`src/rtl/vector_map_pkg.sv`:
```
/*
 * Constants of the interrupt vector map: per-source vector numbers,
 * table addresses, flag and priority positions, reset values.
 * Assumes a single system clock and an active-low asynchronous reset.
 */
// Overview of operation
// RULE1: reset clears registers; program counter forced to zero, fetch from 0x000000.
// RULE2: reset is no exception; controller does no vector fetch or arbitration.
// RULE3: firmware fills unused table entries with a default reset handler.
// RULE4: external request zero: vector 8, request 0, address 0x000014.
// RULE5: capture unit one: vector 9, address 0x000016, bit 1, priority 6:4.
// RULE6: compare unit one: vector 10, address 0x000018, bit 2.
// RULE7: dma channel zero: vector 12, request 4, address 0x00001C.
// RULE8: serial one done: vector 18, request 10, address 0x000028.
// RULE9: uart one receive: vector 19, address 0x00002A, bit 11.
// RULE10: converter done: vector 21, address 0x00002E, bit 13.
// RULE11: i2c one target: vector 24, request 16; sixteen requests per register.
// RULE12: input change: vector 27, address 0x00003A, register 1 bit 3.
// RULE13: dma channel two: vector 32, request 24, address 0x000044.
// RULE14: uart two transmit: vector 39, request 31, address 0x000052.
// RULE15: can receive ready: vector 42, address 0x000058, register 2 bit 2.
// RULE16: i2c two target: vector 57, request 49, address 0x000076.
// RULE17: pwm special match: vector 65, address 0x000086, register 3 bit 9.
// RULE18: uart one error: vector 73, request 65, address 0x000096.
// RULE19: crc generator: vector 75, address 0x00009A, register 4 bit 3.
// RULE20: charge time unit: vector 85, address 0x0000AE, flag register 5 bit 13.
// RULE21: pwm generator one: vector 102, address 0x0000D0, register 5 bit 14.
// RULE22: trigger watchdog: vector 154, request 146, address 0x000138.
// RULE23: vector table starts at 000004h; entries hold 24-bit handler addresses.
// RULE24: equal priority ties go to lower vector number.
// RULE25: flags set by peripheral, stay set until software clears them.
// RULE26: every source has a three-bit priority field, eight levels.
// RULE27: reserved vectors have no storage and never raise a request.
// RULE28: request core only when flag, enable set and priority exceeds core level.
// RULE29: present winning vector number and priority with the request.
package vector_map_pkg;
    localparam int NUM_SOURCES = 19;
    localparam int VEC_W = 8;
    localparam int IRQ_W = 8;
    localparam int PRIO_W = 3;
    localparam int ADDR_W = 24;
    localparam logic [ADDR_W-1:0] RESET_ADDR = 24'h000000;
    localparam logic [ADDR_W-1:0] TABLE_BASE = 24'h000004;
    localparam logic [PRIO_W-1:0] PRIO_RESET = 3'h4;
    localparam int VEC_TO_IRQ = 8;
    // table entries are two words apart, user sources start at vector 8
    localparam int VEC_STRIDE = 2;
    localparam int FLAG_BITS = 16;
    // source index to vector number, ascending so index order is vector order
    localparam logic [VEC_W-1:0] SRC_VECTOR [NUM_SOURCES] = '{
        8'h08, 8'h09, 8'h0A, 8'h0C, 8'h12, 8'h13, 8'h15, 8'h18, 8'h1B,
        8'h20, 8'h27, 8'h2A, 8'h39, 8'h41, 8'h49, 8'h4B, 8'h55, 8'h66,
        8'h9A};
    // flag register number per source (charge time unit flag lives in 5)
    localparam int SRC_FLAG_REG [NUM_SOURCES] = '{
        0, 0, 0, 0, 0, 0, 0, 1, 1, 1, 1, 2, 3, 3, 4, 4, 5, 5, 9};
    // enable register number per source, as printed
    localparam int SRC_EN_REG [NUM_SOURCES] = '{
        0, 0, 0, 0, 0, 0, 0, 1, 1, 1, 1, 2, 3, 3, 4, 4, 4, 5, 9};
    localparam int SRC_BIT [NUM_SOURCES] = '{
        0, 1, 2, 4, 10, 11, 13, 0, 3, 8, 15, 2, 1, 9, 1, 3, 13, 14, 2};
    localparam int SRC_PRIO_REG [NUM_SOURCES] = '{
        0, 0, 0, 1, 2, 2, 3, 4, 4, 6, 7, 8, 12, 14, 16, 16, 19, 23, 36};
    localparam int SRC_PRIO_LSB [NUM_SOURCES] = '{
        0, 4, 8, 0, 8, 12, 4, 0, 12, 0, 12, 8, 4, 4, 4, 12, 4, 8, 8};
endpackage

```
`src/rtl/interrupt_vector_map.sv`:
```
/*
 * Interrupt vector map: latches peripheral request pulses into flags,
 * gates them by enables, picks the winner by priority then vector
 * order and hands one registered request to the core.
 * Assumes request inputs synchronous to clock; software clears flags
 * through flag_clear pulses; the core supplies its current level.
 */
`timescale 1ns/1ps
`default_nettype none
module interrupt_vector_map
    import vector_map_pkg::*;
#(
    parameter int N = NUM_SOURCES
) (
    // system
    input wire logic clock,
    input wire logic reset_n,
    // peripheral side
    input wire logic [N-1:0] source_event,
    input wire logic [N-1:0] flag_clear,
    input wire logic [N-1:0] flag_set_sw,
    input wire logic [N-1:0] enable,
    input wire logic [N*PRIO_W-1:0] priority_level,
    // core side
    input wire logic [3:0] core_level,
    output logic [N-1:0] flag,
    output logic core_request,
    output logic [VEC_W-1:0] core_vector,
    output logic [IRQ_W-1:0] core_irq,
    output logic [PRIO_W-1:0] core_priority,
    output logic [ADDR_W-1:0] core_table_addr,
    output logic [ADDR_W-1:0] program_counter
);

    // ********************************
    // flag storage
    // ********************************
    logic [N-1:0] next_flag;
    logic [N-1:0] eligible;

    // RULE25 set beats clear
    // RULE27 only listed sources own storage
    assign next_flag = (flag & ~flag_clear) | source_event | flag_set_sw;

    always_ff @(posedge clock or negedge reset_n) begin
        if (!reset_n) begin
            flag <= '0;
        end else begin
            flag <= next_flag;
        end
    end

    // ********************************
    // eligibility per source
    // ********************************
    genvar g;
    generate
        for (g = 0; g < N; g++) begin : gen_elig
            // RULE26 three-bit field
            // RULE28 beats core level
            assign eligible[g] = flag[g] & enable[g] & !core_level[3] &
                (priority_level[g*PRIO_W +: PRIO_W] > core_level[2:0]);
        end
    endgenerate

    // ********************************
    // arbitration
    // ********************************
    logic found;
    logic [4:0] win_idx;
    logic [PRIO_W-1:0] win_prio;

    // RULE24 lower index wins ties
    always_comb begin
        found = 1'b0;
        win_idx = '0;
        win_prio = '0;
        for (int i = N - 1; i >= 0; i--) begin
            if (eligible[i] &&
                (!found || priority_level[i*PRIO_W +: PRIO_W] >= win_prio))
            begin
                found = 1'b1;
                win_idx = 5'(i);
                win_prio = priority_level[i*PRIO_W +: PRIO_W];
            end
        end
    end

    wire [VEC_W-1:0] win_vector = SRC_VECTOR[win_idx];
    wire [IRQ_W-1:0] win_irq = 8'(win_vector - 8'(VEC_TO_IRQ));
    // RULE23 entry address from table base
    wire [ADDR_W-1:0] win_addr = TABLE_BASE +
        ADDR_W'(win_vector) * ADDR_W'(VEC_STRIDE);

    // ********************************
    // core outputs
    // ********************************
    // RULE29 vector and level with request
    // RULE2 reset only clears, no arbitration
    always_ff @(posedge clock or negedge reset_n) begin
        if (!reset_n) begin
            core_request <= 1'b0;
            core_vector <= '0;
            core_irq <= '0;
            core_priority <= '0;
            core_table_addr <= '0;
        end else begin
            core_request <= found;
            core_vector <= found ? win_vector : '0;
            core_irq <= found ? win_irq : '0;
            core_priority <= found ? win_prio : '0;
            core_table_addr <= found ? win_addr : '0;
        end
    end

    // RULE1 fetch from zero after reset
    always_ff @(posedge clock or negedge reset_n) begin
        if (!reset_n) begin
            program_counter <= RESET_ADDR;
        end else begin
            program_counter <= RESET_ADDR;
        end
    end
endmodule
`default_nettype wire

```
`config.mk`:
```
export PLATFORM = sky130hd
export DESIGN_NAME = interrupt_vector_map
export DESIGN_NICKNAME = d
export VERILOG_FILES = /design/src/rtl/vector_map_pkg.sv /design/src/rtl/interrupt_vector_map.sv
export SDC_FILE = /design/constraint.sdc
export NUM_CORES = 1
export LEC_CHECK = 0
export BUFFER_PORTS_ARGS = -buffer_cell sky130_fd_sc_hd__buf_2
export CAP_MARGIN = 15
export CORE_MARGIN = 10
export CORE_UTILIZATION = 57
export DETAILED_ROUTE_END_ITERATION = 6
export GPL_TIMING_DRIVEN = 1
export PLACE_DENSITY = 0.95
export SLEW_MARGIN = 10
export SYNTH_ARGS = -nofsm -noshare
export SYNTH_HDL_FRONTEND = slang
export SYNTH_SLANG_ARGS = --single-unit
```
`constraint.sdc`:
```
create_clock -name clock -period 59.8 [get_ports clock]
set_input_delay 5.98 -clock clock [delete_from_list [all_inputs] [get_ports clock]]
set_output_delay 5.98 -clock clock [all_outputs]
set_load 0.01 [all_outputs]
```
**Yosys cells after proc, flatten, opt, wreduce, memory -nomap -nowiden**

Memories as Yosys holds them, arrays and structs flattened.
Index checks and enable logic that the tools add are counted.

- Flip-flop bits (word level): 49
- ROM bits: 256
- Word-level logic and storage cells: 227
- Memories kept: 1

Memories:

| name | depth | bits a word | rd ports | clocked after Yosys merged registers in | wr ports | RTL line | source |
|---|---|---|---|---|---|---|---|
| (no name shown) | 32 | 8 | 1 | 0 | 0 | interrupt_vector_map.sv:89 | `wire [VEC_W-1:0] win_vector = SRC_VECTOR[win_idx];` |

- Add/subtract/negate cells: 2
- Magnitude comparators: 38
- Multiplexer cells: 63
- Bitwise gates (word level): 62
- Reductions and logical operators: 55

Operators by type and width:

| cell | number |
|---|---|
| $mux W5 | 19 |
| $mux W3 | 20 |
| $and A1 B1 Y1 | 57 |
| $gt A3 B3 Y1 | 19 |
| $ge A3 B3 Y1 | 18 |
| $or A19 B19 Y19 | 2 |
| $mux W8 | 4 |
| $and A19 B19 Y19 | 1 |
| $logic_not A1 Y1 | 19 |
| $mux W1 | 19 |
| $not A19 Y19 | 1 |
| $logic_and A1 B1 Y1 | 18 |
| $logic_or A1 B1 Y1 | 18 |
| $add A3 B9 Y10 const A | 1 |
| $mux W10 | 1 |
| $sub A8 B4 Y8 const B | 1 |
| $ge A6 B6 Y1 const B | 1 |
| $not A5 Y6 | 1 |

**Logic depth before layout (Yosys ltp)**

Gate-level depths: netlist (run 1).

- Depth in word-level cells: 82
- Gate-level depth with buffers: 144
- Gate-level depth less buffers: 141

**Worst setup path after synthesis (run 1)**

OpenSTA, ideal clock, no wires.

- Path kind: input to register
- Start point: input port core_level[2]
- End point: register core_table_addr[4]
- Arrival time: 32.941 ns
- Data required time: 59.675 ns
- Path slack: 26.734 ns
- Stages: 134
- Path buffers: 3
- Cells stage by stage: inv_1 > ha_1 > nand3_1 > and4b_1 > buf_6 > nand3_1 > inv_1 > ha_1 > nand2b_1 > a21oi_1 > o2111ai_2 > and3_1 > or2_2 > ha_1 > nand2b_1 > a21o_1 > a21oi_1 > a21oi_2 > [... 98 more ...] > a21oi_1 > nor2b_1 > o31ai_1 > o21ai_0 > o22ai_1 > ha_1 > nand2b_1 > a21o_1 > a21o_1 > o21a_1 > or2_2 > o21bai_2 > nor4_2 > a221oi_1 > a31oi_1 > inv_1 > ha_1 > mux2_4

- Longest elaborated chain between the ends: 81

Ends and longest elaborated chain:

| item | RTL line | source |
|---|---|---|
| start: declaration | interrupt_vector_map.sv:25 | `input wire logic [3:0] core_level,` |
| $gt A3 B3 Y1 | interrupt_vector_map.sv:62 | `(priority_level[g*PRIO_W +: PRIO_W] > core_level[2:0]);` |
| $and A1 B1 Y1 | interrupt_vector_map.sv:61 | `assign eligible[g] = flag[g] & enable[g] & !core_level[3] &` |
| $mux W3 or $mux W1 (tied branches) | interrupt_vector_map.sv:79 | `if (eligible[i] &&` |
| $ge A3 B3 Y1 or $logic_not A1 Y1 (tied branches) | interrupt_vector_map.sv:80 | `(!found \|\| priority_level[i*PRIO_W +: PRIO_W] >= win_prio))` |
| $logic_or A1 B1 Y1 | interrupt_vector_map.sv:80 |  |
| $logic_and A1 B1 Y1 | interrupt_vector_map.sv:79 |  |
| $mux W3 or $mux W1 (tied branches) | interrupt_vector_map.sv:79 |  |
| $ge A3 B3 Y1 or $logic_not A1 Y1 (tied branches) | interrupt_vector_map.sv:80 |  |
| [... 64 more ...] | n/a |  |
| $logic_or A1 B1 Y1 | interrupt_vector_map.sv:80 |  |
| $logic_and A1 B1 Y1 | interrupt_vector_map.sv:79 |  |
| $mux W5 | interrupt_vector_map.sv:79 |  |
| $not A5 Y6 (not written as such) | interrupt_vector_map.sv:89 |  |
| $mem_v2 Z32 W8 | n/a |  |
| $mux W8 (not written as such) (2 in a row) | interrupt_vector_map.sv:89 |  |
| $add A3 B9 Y10 | interrupt_vector_map.sv:92 | `wire [ADDR_W-1:0] win_addr = TABLE_BASE +` |
| $mux W10 (*) | interrupt_vector_map.sv:112 | `core_table_addr <= found ? win_addr : '0;` |
| end signal: assignment | interrupt_vector_map.sv:112 |  |
| end: declaration | interrupt_vector_map.sv:31 | `output logic [ADDR_W-1:0] core_table_addr,` |

Mark *: on every way between the ends. The rest lies on a longest branch, timed or not. The select of a mux whose other input is x is not followed.

**Worst setup path after layout (run 1)**

- Start point: input port core_level[2]
- End point: register core_table_addr[6]

The elaborated chain is that of the path after synthesis.

==> reports/qor.csv, run 1 <==
metric,value,unit
nNetsFinal,1257,
io_buffers,186,
cpPeakStageDelay,0.60,ns
holdWs,0.553,ns
core-area,11400,um^2
stdcell_area,7710,um^2
slowest_stage,o31ai_1,
start_util,58.3,%
tightest_slew,1.00,ns
fmax,26.8,MHz
clockBufferDepth,2,
ir_worst_vdd,17.4,uV
syn_area,6650,um^2
avgSynthCellArea,8.07,um^2
start_kind,input port,
placed_area,7550,um^2
holdBufCountCts,0,
worstSetupPathType,input port to flip-flop,
post_cts_buffers,0,
wl_per_cell,17.7,um
grt_pass1_wl,32500,um
vias,6968,
synth_edf_count,0,
drv_slew,0,
path_clk_slew,0.07,ns
worstPathArrival,37.45,ns
grt_max_degree,43,
synth.distinct_cells,94,
crit_path_frequent_cell,ha_1,
htreeDepth,2,
cp_max_fo,19,
hold_viol_final,0,
dieHeight,128,um
holdCritPathClass,flip-flop to flip-flop,
end_kind,flip-flop,
viasPerCell,6.04,
place_ws,22.95,ns
p_leak,0.00402,uW
worstSkewPairLatency,0.29,ns
ys_seq_area_share,15.8,%
die_area,16400,um^2
max_slew_margin,33.1,%
cts_buffers,5,
cp.required,59.96,ns
layout_setup_ws,22.50,ns
final_cell_mix,"buf_2 (186), ha_1 (111), inv_1 (77)",
wirelength,20400,um
cts-root-buf,clkbuf_16,
finalSetupViolations,0,
fp.dieW,128,um
fin_skew,0.00293,ns
drt_pass1_iterations,5,
ys_ff_latch,42,
ant_nets,0,
post-dp-hpwl,16700,um
area_growth,15.9,%
io_pins,226,
final_common_cell,buf_2,
drive_gt1_share,24.3,%
synth_flop_cell,dfrtp_1,
cts_tree,done,
gp_congestion,0.942,
ys_warn_count,0,
p_per_area,26.5,nW/um^2
clock-sinks,42,
globalRoute.totalOverflow,0,
grt_pass1_vias,7011,
status,"complete, no violations",
yosys.area.top_type,ha_1,
fillers,952,
netlist_instances,824,
rows,39,
rsz0062_at_grt,false,
period_needed,37.30,ns
post-route-period-util,62.4,%
maxCapViolations,0,
fin_util,67.5,%
dr.first_iter.drc_count,659,
synth_top_area_share,20.9,%
grt_usage,23.4,%
fin_setup_tns,0,ns
antenna_found_initial,4,
cts-resized-gates,0,
route.detailed.drc,0,
yosys-top-cells-area,"ha_1 (21%), dfrtp_1 (16%), buf_4 (5.3%), inv_1 (4.3%), o21ai_0 (3.6%)",
synthArstFlopShare,100,%
-- stage by stage --
step,cells,total power (uW)
6_report,1154,204
5_1_grt,1153,222
4_1_cts,1151,202
3_5_place_dp,1143,172
3_3_place_gp,1143,165
2_1_floorplan,863,137
-- final timing paths --
kind / from / to / slack, ns / cells after the start
max in group asynchronous: reset_n / flag[11] / 53.33 / 1
max reg2reg: flag[18] / core_table_addr[6] / 28.69 / 131
max: core_level[2] / core_table_addr[6] / 22.50 / 136
min: flag[3] / flag[3] / 0.55 / 2
min in group asynchronous: reset_n / core_table_addr[7] / 5.85 / 1
min reg2reg: flag[3] / flag[3] / 0.55 / 2
-- synth_stat cells (all sizes together) (7+ instances only) --
master / instances
a21o: 24
o311ai: 9
mux2: 9
inv: 77
ha: 111
nand2: 54
a21oi: 46
and2: 20
dfrtp: 42
o21a: 17
buf: 50
and3: 12
a22oi: 7
nor3: 13
nand3: 18
or2: 7
a311oi: 11
o31ai: 10
o21ai: 58
nor2b: 18
nor2: 60
nand2b: 24
a211oi: 15
nor4: 11
-- flip-flops by register name, indices dropped and copies added (netlist names) --
register         cells
flag                19
core_irq             8
core_table_addr      7
core_vector          4
core_priority        3
core_request         1
-- cells by family after synthesis --
family,after synthesis,synth area share [%]
compound gates,258,28.6
xor+xnor,2,0.263
fa+ha+maj,114,21.3
buf+inv,129,10.1
flops,42,15.8
mux,13,2.18
other cells,1,0.0564
simple gates,265,21.6
-- where the power goes --
part	total, uW	internal [uW]	switching (uW)
Combinational	136	57.1	79.1
Sequential	38.2	35.8	2.46
Clock	29.7	16.9	12.9
Total	204	110	94.5
-- worst max-delay path, delay by kind of cell --
kind	cells	cell delay, ns
AO/OA/AOI/OAI	55	14.10
AND/OR/NAND/NOR	43	8.05
adder cells (fa/ha/maj)	22	5.99
multiplexers	7	2.23
buffers and inverters	8	0.92
XOR/XNOR	1	0.14
-- cell type report --
type                       count  area [um^2]  share of cell area (%)
multi-input combinational    692         5080                    65.9
tap                          143          179                    2.32
clock buffer                   7          143                    1.85
timing repair buffer         189          953                    12.4
antenna                        3         7.51                  0.0974
sequential                    42         1050                    13.6
inverter                      77          289                    3.75
clock inverter                 1         8.76                   0.114
-- routing by layer --
layer / track usage (%) / share of wire, % / vias to the layer above
li1: - / - / 3344
met1: 27.2 / 40 / 3187
met2: 41.2 / 48 / 374
met3: 5.42 / 9.3 / 61
met4: 8.08 / 3.1 / 2
met5: 0 / 0.054 / -
Note: power is estimated with default switching activity, not from simulation.
==> inputs of run 2 (changes only) <==
--- a/config.mk
+++ b/config.mk
@@ -8,10 +8,10 @@
 export BUFFER_PORTS_ARGS = -buffer_cell sky130_fd_sc_hd__buf_2
 export CAP_MARGIN = 15
 export CORE_MARGIN = 10
-export CORE_UTILIZATION = 57
+export CORE_UTILIZATION = 53
 export DETAILED_ROUTE_END_ITERATION = 6
 export GPL_TIMING_DRIVEN = 1
-export PLACE_DENSITY = 0.95
+export PLACE_DENSITY = 0.91
 export SLEW_MARGIN = 10
 export SYNTH_ARGS = -nofsm -noshare
 export SYNTH_HDL_FRONTEND = slang
==> constraint.sdc (replaced) <==
create_clock -name clock -period 37.9 [get_ports clock]
set_input_delay 3.79 -clock clock [delete_from_list [all_inputs] [get_ports clock]]
set_output_delay 3.79 -clock clock [all_outputs]
set_load 0.01 [all_outputs]
==> reports/qor.csv, run 2 (synthesized netlist as in run 1, its figures left out) <==
metric,value,unit,change
reg2reg_setup_slack,7.07,ns,was 28.69 ns
cp_max_fo,19,,unchanged
final_cell_mix,"buf_2 (186), ha_1 (111), inv_1 (77)",,unchanged
slowest_stage,o31ai_1,,unchanged
p_int,173,uW,was 110 uW
drive_gt1_share,24.3,%,unchanged
power_frac_comb,66.5,%,was 66.7%
core-area,12200,um^2,"was 11,400 um^2"
r2r_cells,131,,unchanged
rsz0062_at_grt,false,,unchanged
post-route-period-util,91.8,%,
endpoint,core_table_addr[6],,unchanged
route.detailed.drc,0,,unchanged
viasPerCell,5.79,,was 6.04
gp_congestion,0.934,,was 0.942
startpoint,core_level[0],,was core_level[2]
drv_slew,0,,unchanged
hold_path_startpoint,flag[2],,was flag[3]
start_kind,input port,,unchanged
maxCapViolations,0,,unchanged
dr.first_iter.drc_count,485,,was 659
period_needed,34.80,ns,
start_util,54.7,%,was 58.3%
clockBufferDepth,2,,unchanged
cp.required,38.06,ns,was 59.96 ns
post-dp-hpwl,17000,um,"was 16,700 um"
path_clk_slew,0.07,ns,about the same
cts_buffers,5,,unchanged
htreeDepth,2,,unchanged
clock-sinks,42,,unchanged
finalSetupViolations,0,,unchanged
final_common_cell,buf_2,,unchanged
fp.dieW,132,um,was 128 um
drt_pass1_iterations,5,,unchanged
globalRoute.totalOverflow,0,,unchanged
worstSetupPathType,input port to flip-flop,,unchanged
grt_pass1_wl,33700,um,"was 32,500 um"
max_slew_margin,31.6,%,was 33.1%
wl_per_cell,17.4,um,was 17.7 um
dieHeight,132,um,was 128 um
finalPower,321,uW,was 204 uW
crit_path_frequent_cell,ha_1,,unchanged
p_switching,148,uW,was 94.5 uW
regArea,1050,um^2,unchanged
cts-root-buf,clkbuf_16,,unchanged
status,"complete, no violations",,unchanged
end_kind,flip-flop,,unchanged
largest_reg_flops,19,,unchanged
rows,40,,was 39
io_buffers,186,,unchanged
grt_max_degree,43,,unchanged
p_per_area,41.5,nW/um^2,was 26.5 nW/um^2
vias,6825,,"was 6,968"
fmax,28.7,MHz,
holdCritPathClass,flip-flop to flip-flop,,unchanged
io_pins,226,,unchanged
cpPeakStageDelay,0.64,ns,was 0.60 ns
r2r-end,core_table_addr[6],,unchanged
fin_skew,0.00897,ns,was 0.00293 ns
post_cts_buffers,0,,unchanged
tightest_slew,1.03,ns,was 1.00 ns
worstSkewPairLatency,0.30,ns,was 0.29 ns
die_area,17400,um^2,"was 16,400 um^2"
ant_nets,0,,unchanged
grt_usage,22.7,%,was 23.4%
hold_viol_final,0,,unchanged
multi_input_area,5080,um^2,unchanged
fin_setup_tns,0,ns,unchanged
area_growth,16.3,%,was 15.9%
switching_share,46.2,%,was 46.3%
ir_worst_vdd,25.5,uV,was 17.4 uV
antenna_found_initial,2,,was 4
nNetsFinal,1257,,unchanged
top_regs,"flag: 19 flops, core_irq: 8 flops, core_table_addr: 7 flops",,unchanged
worstPathArrival,34.96,ns,was 37.45 ns
fillers,1097,,was 952
pwr-share-seq,18.8,%,was 18.7%
holdBufCountCts,0,,unchanged
cts_tree,done,,unchanged
reg2reg_from,flag[18],,unchanged
cts-resized-gates,0,,unchanged
p_clk_share,14.7,%,was 14.5%
grt_pass1_vias,7085,,"was 7,011"
wirelength,20500,um,"was 20,400 um"
p_leak,0.00402,uW,about the same
regMostFlops,flag,,unchanged
[run 2: area by class of cell]
cell class	instances	area share, %
antenna	2	0.0647
tap	168	2.72
multi-input combinational	692	65.6
inverter	77	3.74
clock buffer	7	1.84
clock inverter	1	0.113
sequential	42	13.6
timing repair buffer	189	12.3
[run 2: power groups by stage]
stage / registers (uW) / logic (uW) / clock network [uW]
5_1_grt: 61.5 / 239 / 49.9
4_1_cts: 60.4 / 212 / 48.1
3_3_place_gp: 60.7 / 201 / 0
6_report: 60.4 / 214 / 47.3
2_1_floorplan: 66.8 / 149 / 0
3_5_place_dp: 61.2 / 210 / 0
[run 2: critical path: cells and delay by family]
| family | cells | cell delay (ns) |
|---|---|---|
| AO/OA/AOI/OAI | 55 | 13.94 |
| AND/OR/NAND/NOR | 43 | 7.93 |
| adder cells (fa/ha/maj) | 22 | 5.96 |
| multiplexers | 7 | 2.22 |
| buffers and inverters | 6 | 0.98 |
| XOR/XNOR | 1 | 0.14 |
[run 2: metal layers]
metal | global-route usage [%] | vias up | share of wire [%]
met5 | 0 | - | 0
met4 | 7.35 | 0 | 2.0
met3 | 5.72 | 32 | 8.4
met2 | 39.6 | 287 | 48
met1 | 26.3 | 3168 | 41
li1 | - | 3338 | -
[run 2: metrics by stage]
stage / cell area (um^2) / utilization (%) / hold WS, ns / setup WS, ns / std cells
finish: 7740 / 63.6 / 0.550 / 3.10 / 1178
global route: 7740 / 63.6 / 0.582 / 0.557 / 1178
CTS: 7730 / 63.6 / 0.559 / 3.50 / 1176
detailed placement: 7580 / 62.3 / 0.548 / 3.29 / 1168
global placement: 7580 / 62.3 / 0.537 / 4.07 / 1168
floorplan: 6800 / - / 0.572 / 7.02 / 863
[run 2: worst min path at each step]
stage / to / slack, ns / depth (start not counted)
final: flag[2] / 0.55 / 2
after global routing: flag[6] / 0.58 / 2
after CTS: flag[12] / 0.56 / 2
after detailed placement: flag[12] / 0.55 / 2
after global placement: flag[17] / 0.54 / 2
after floorplan: flag[0] / 0.57 / 2
==> inputs of run 3 (changes only) <==
==> constraint.sdc (replaced) <==
create_clock -name clock -period 39.5 [get_ports clock]
set_input_delay 3.95 -clock clock [delete_from_list [all_inputs] [get_ports clock]]
set_output_delay 3.95 -clock clock [all_outputs]
set_load 0.01 [all_outputs]
==> reports/qor.csv, run 3 (synthesized netlist as in run 1, its figures left out) <==
metric,value,unit,change
p_leak,0.00400,uW,was 0.00402 uW
core-area,12200,um^2,unchanged
top_regs,"flag: 19 flops, core_irq: 8 flops, core_table_addr: 7 flops",,unchanged
fmax,28.1,MHz,
post-route-period-util,90.0,%,
holdWs,0.559,ns,was 0.550 ns
period_needed,35.54,ns,
place_ws,4.29,ns,was 3.29 ns
rsz0062_at_grt,false,,unchanged
wl_per_cell,17.3,um,was 17.4 um
worstSetupPathType,input port to flip-flop,,unchanged
status,"complete, no violations",,unchanged
ir_worst_vdd,27.6,uV,was 25.5 uV
holdBufCountCts,0,,unchanged
vias,6768,,"was 6,825"
antenna_found_initial,3,,was 2
wirelength,20400,um,"was 20,500 um"
worstPathArrival,35.70,ns,was 34.96 ns
final_cell_mix,"buf_2 (186), ha_1 (111), inv_1 (77)",,unchanged
crit_path_frequent_cell,ha_1,,unchanged
worstSkewPairLatency,0.31,ns,was 0.30 ns
fillers,1070,,"was 1,097"
grt_pass1_wl,32800,um,"was 33,700 um"
start_kind,input port,,unchanged
ant_nets,0,,unchanged
io_pins,226,,unchanged
viasPerCell,5.75,,was 5.79
grt_pass1_vias,6817,,"was 7,085"
cts_tree,done,,unchanged
fin_skew,0.0154,ns,was 0.00897 ns
drv_slew,0,,unchanged
path_clk_slew,0.08,ns,was 0.07 ns
htreeDepth,2,,unchanged
max_slew_margin,34.9,%,was 31.6%
dr.first_iter.drc_count,345,,was 485
slowest_stage,inv_1,,was o31ai_1
clock-sinks,42,,unchanged
layout_setup_ws,3.96,ns,was 3.10 ns
regMostFlops,flag,,unchanged
holdCritPathClass,flip-flop to flip-flop,,unchanged
drt_pass1_iterations,5,,unchanged
finalPower,304,uW,was 321 uW
area_growth,16.0,%,was 16.3%
tightest_slew,0.976,ns,was 1.03 ns
start_util,54.7,%,unchanged
grt_usage,22.1,%,was 22.7%
cts-root-buf,clkbuf_16,,unchanged
hold_viol_final,0,,unchanged
cts_buffers,5,,unchanged
gp_congestion,0.965,,was 0.934
cp_max_fo,19,,unchanged
cpPeakStageDelay,0.68,ns,was 0.64 ns
cts-resized-gates,0,,unchanged
end_kind,flip-flop,,unchanged
rows,40,,unchanged
route.detailed.drc,0,,unchanged
min_path_cells,2,,unchanged
final_common_cell,buf_2,,unchanged
io_buffers,186,,unchanged
r2r_cells,131,,unchanged
globalRoute.totalOverflow,0,,unchanged
cp.required,39.66,ns,was 38.06 ns
drive_gt1_share,24.2,%,was 24.3%
post-dp-hpwl,16800,um,"was 17,000 um"
maxCapViolations,0,,unchanged
place_inst,1166,,"was 1,168"
largest_reg_flops,19,,unchanged
clockBufferDepth,2,,unchanged
die_area,17400,um^2,unchanged
grt_max_degree,43,,unchanged
finalSetupViolations,0,,unchanged
fin_setup_tns,0,ns,unchanged
p_per_area,39.4,nW/um^2,was 41.5 nW/um^2
dieHeight,132,um,unchanged
fp.dieW,132,um,unchanged
fin_cells,1177,,"was 1,178"
nNetsFinal,1255,,"was 1,257"
post_cts_buffers,0,,unchanged
## run 3: layout make-up
cell class,instances,area (um^2),share of cell area [%]
antenna,3,7.51,0.0973
clock buffer,6,129,1.67
clock inverter,2,13.8,0.178
inverter,77,289,3.75
multi-input combinational,692,5080,65.8
sequential,42,1050,13.6
tap,168,210,2.72
timing repair buffer,187,938,12.2
## run 3: worst max-delay path, delay by kind of cell
family,cells,cell delay [ns]
simple gates,43,8.08
fa+ha+maj,22,6.05
compound gates,56,14.04
buf+inv,7,1.27
mux,6,2.08
xor+xnor,1,0.16
## run 3: power breakdown
part,leakage (uW),switching [uW],internal (uW)
clock network,0.0000708,20.1,23.6
registers,0.000469,3.88,54.2
logic,0.00346,117,85.7
total,0.00400,141,163
## run 3: final timing paths
check / start / endpoint / slack (ns)
max: core_level[2] / core_table_addr[6] / 3.96
min reg2reg: flag[9] / flag[9] / 0.56
min in group asynchronous: reset_n / core_vector[4] / 3.80
max in group asynchronous: reset_n / flag[4] / 35.09
max reg2reg: flag[18] / core_table_addr[6] / 8.55
min: flag[9] / flag[9] / 0.56
## run 3: metal layers
metal | global-route usage, % | routed length (um)
met1 | 26.3 | 8530
met3 | 4.76 | 1550
met4 | 6.49 | 475
met2 | 38.8 | 9820
met5 | 0 | 7
## run 3: through the flow
stage	area (um^2)	util, %
CTS	7710	63.4
global placement	7570	62.2
finish	7720	63.4
global route	7710	63.4
floorplan	6800	-
detailed placement	7570	62.2
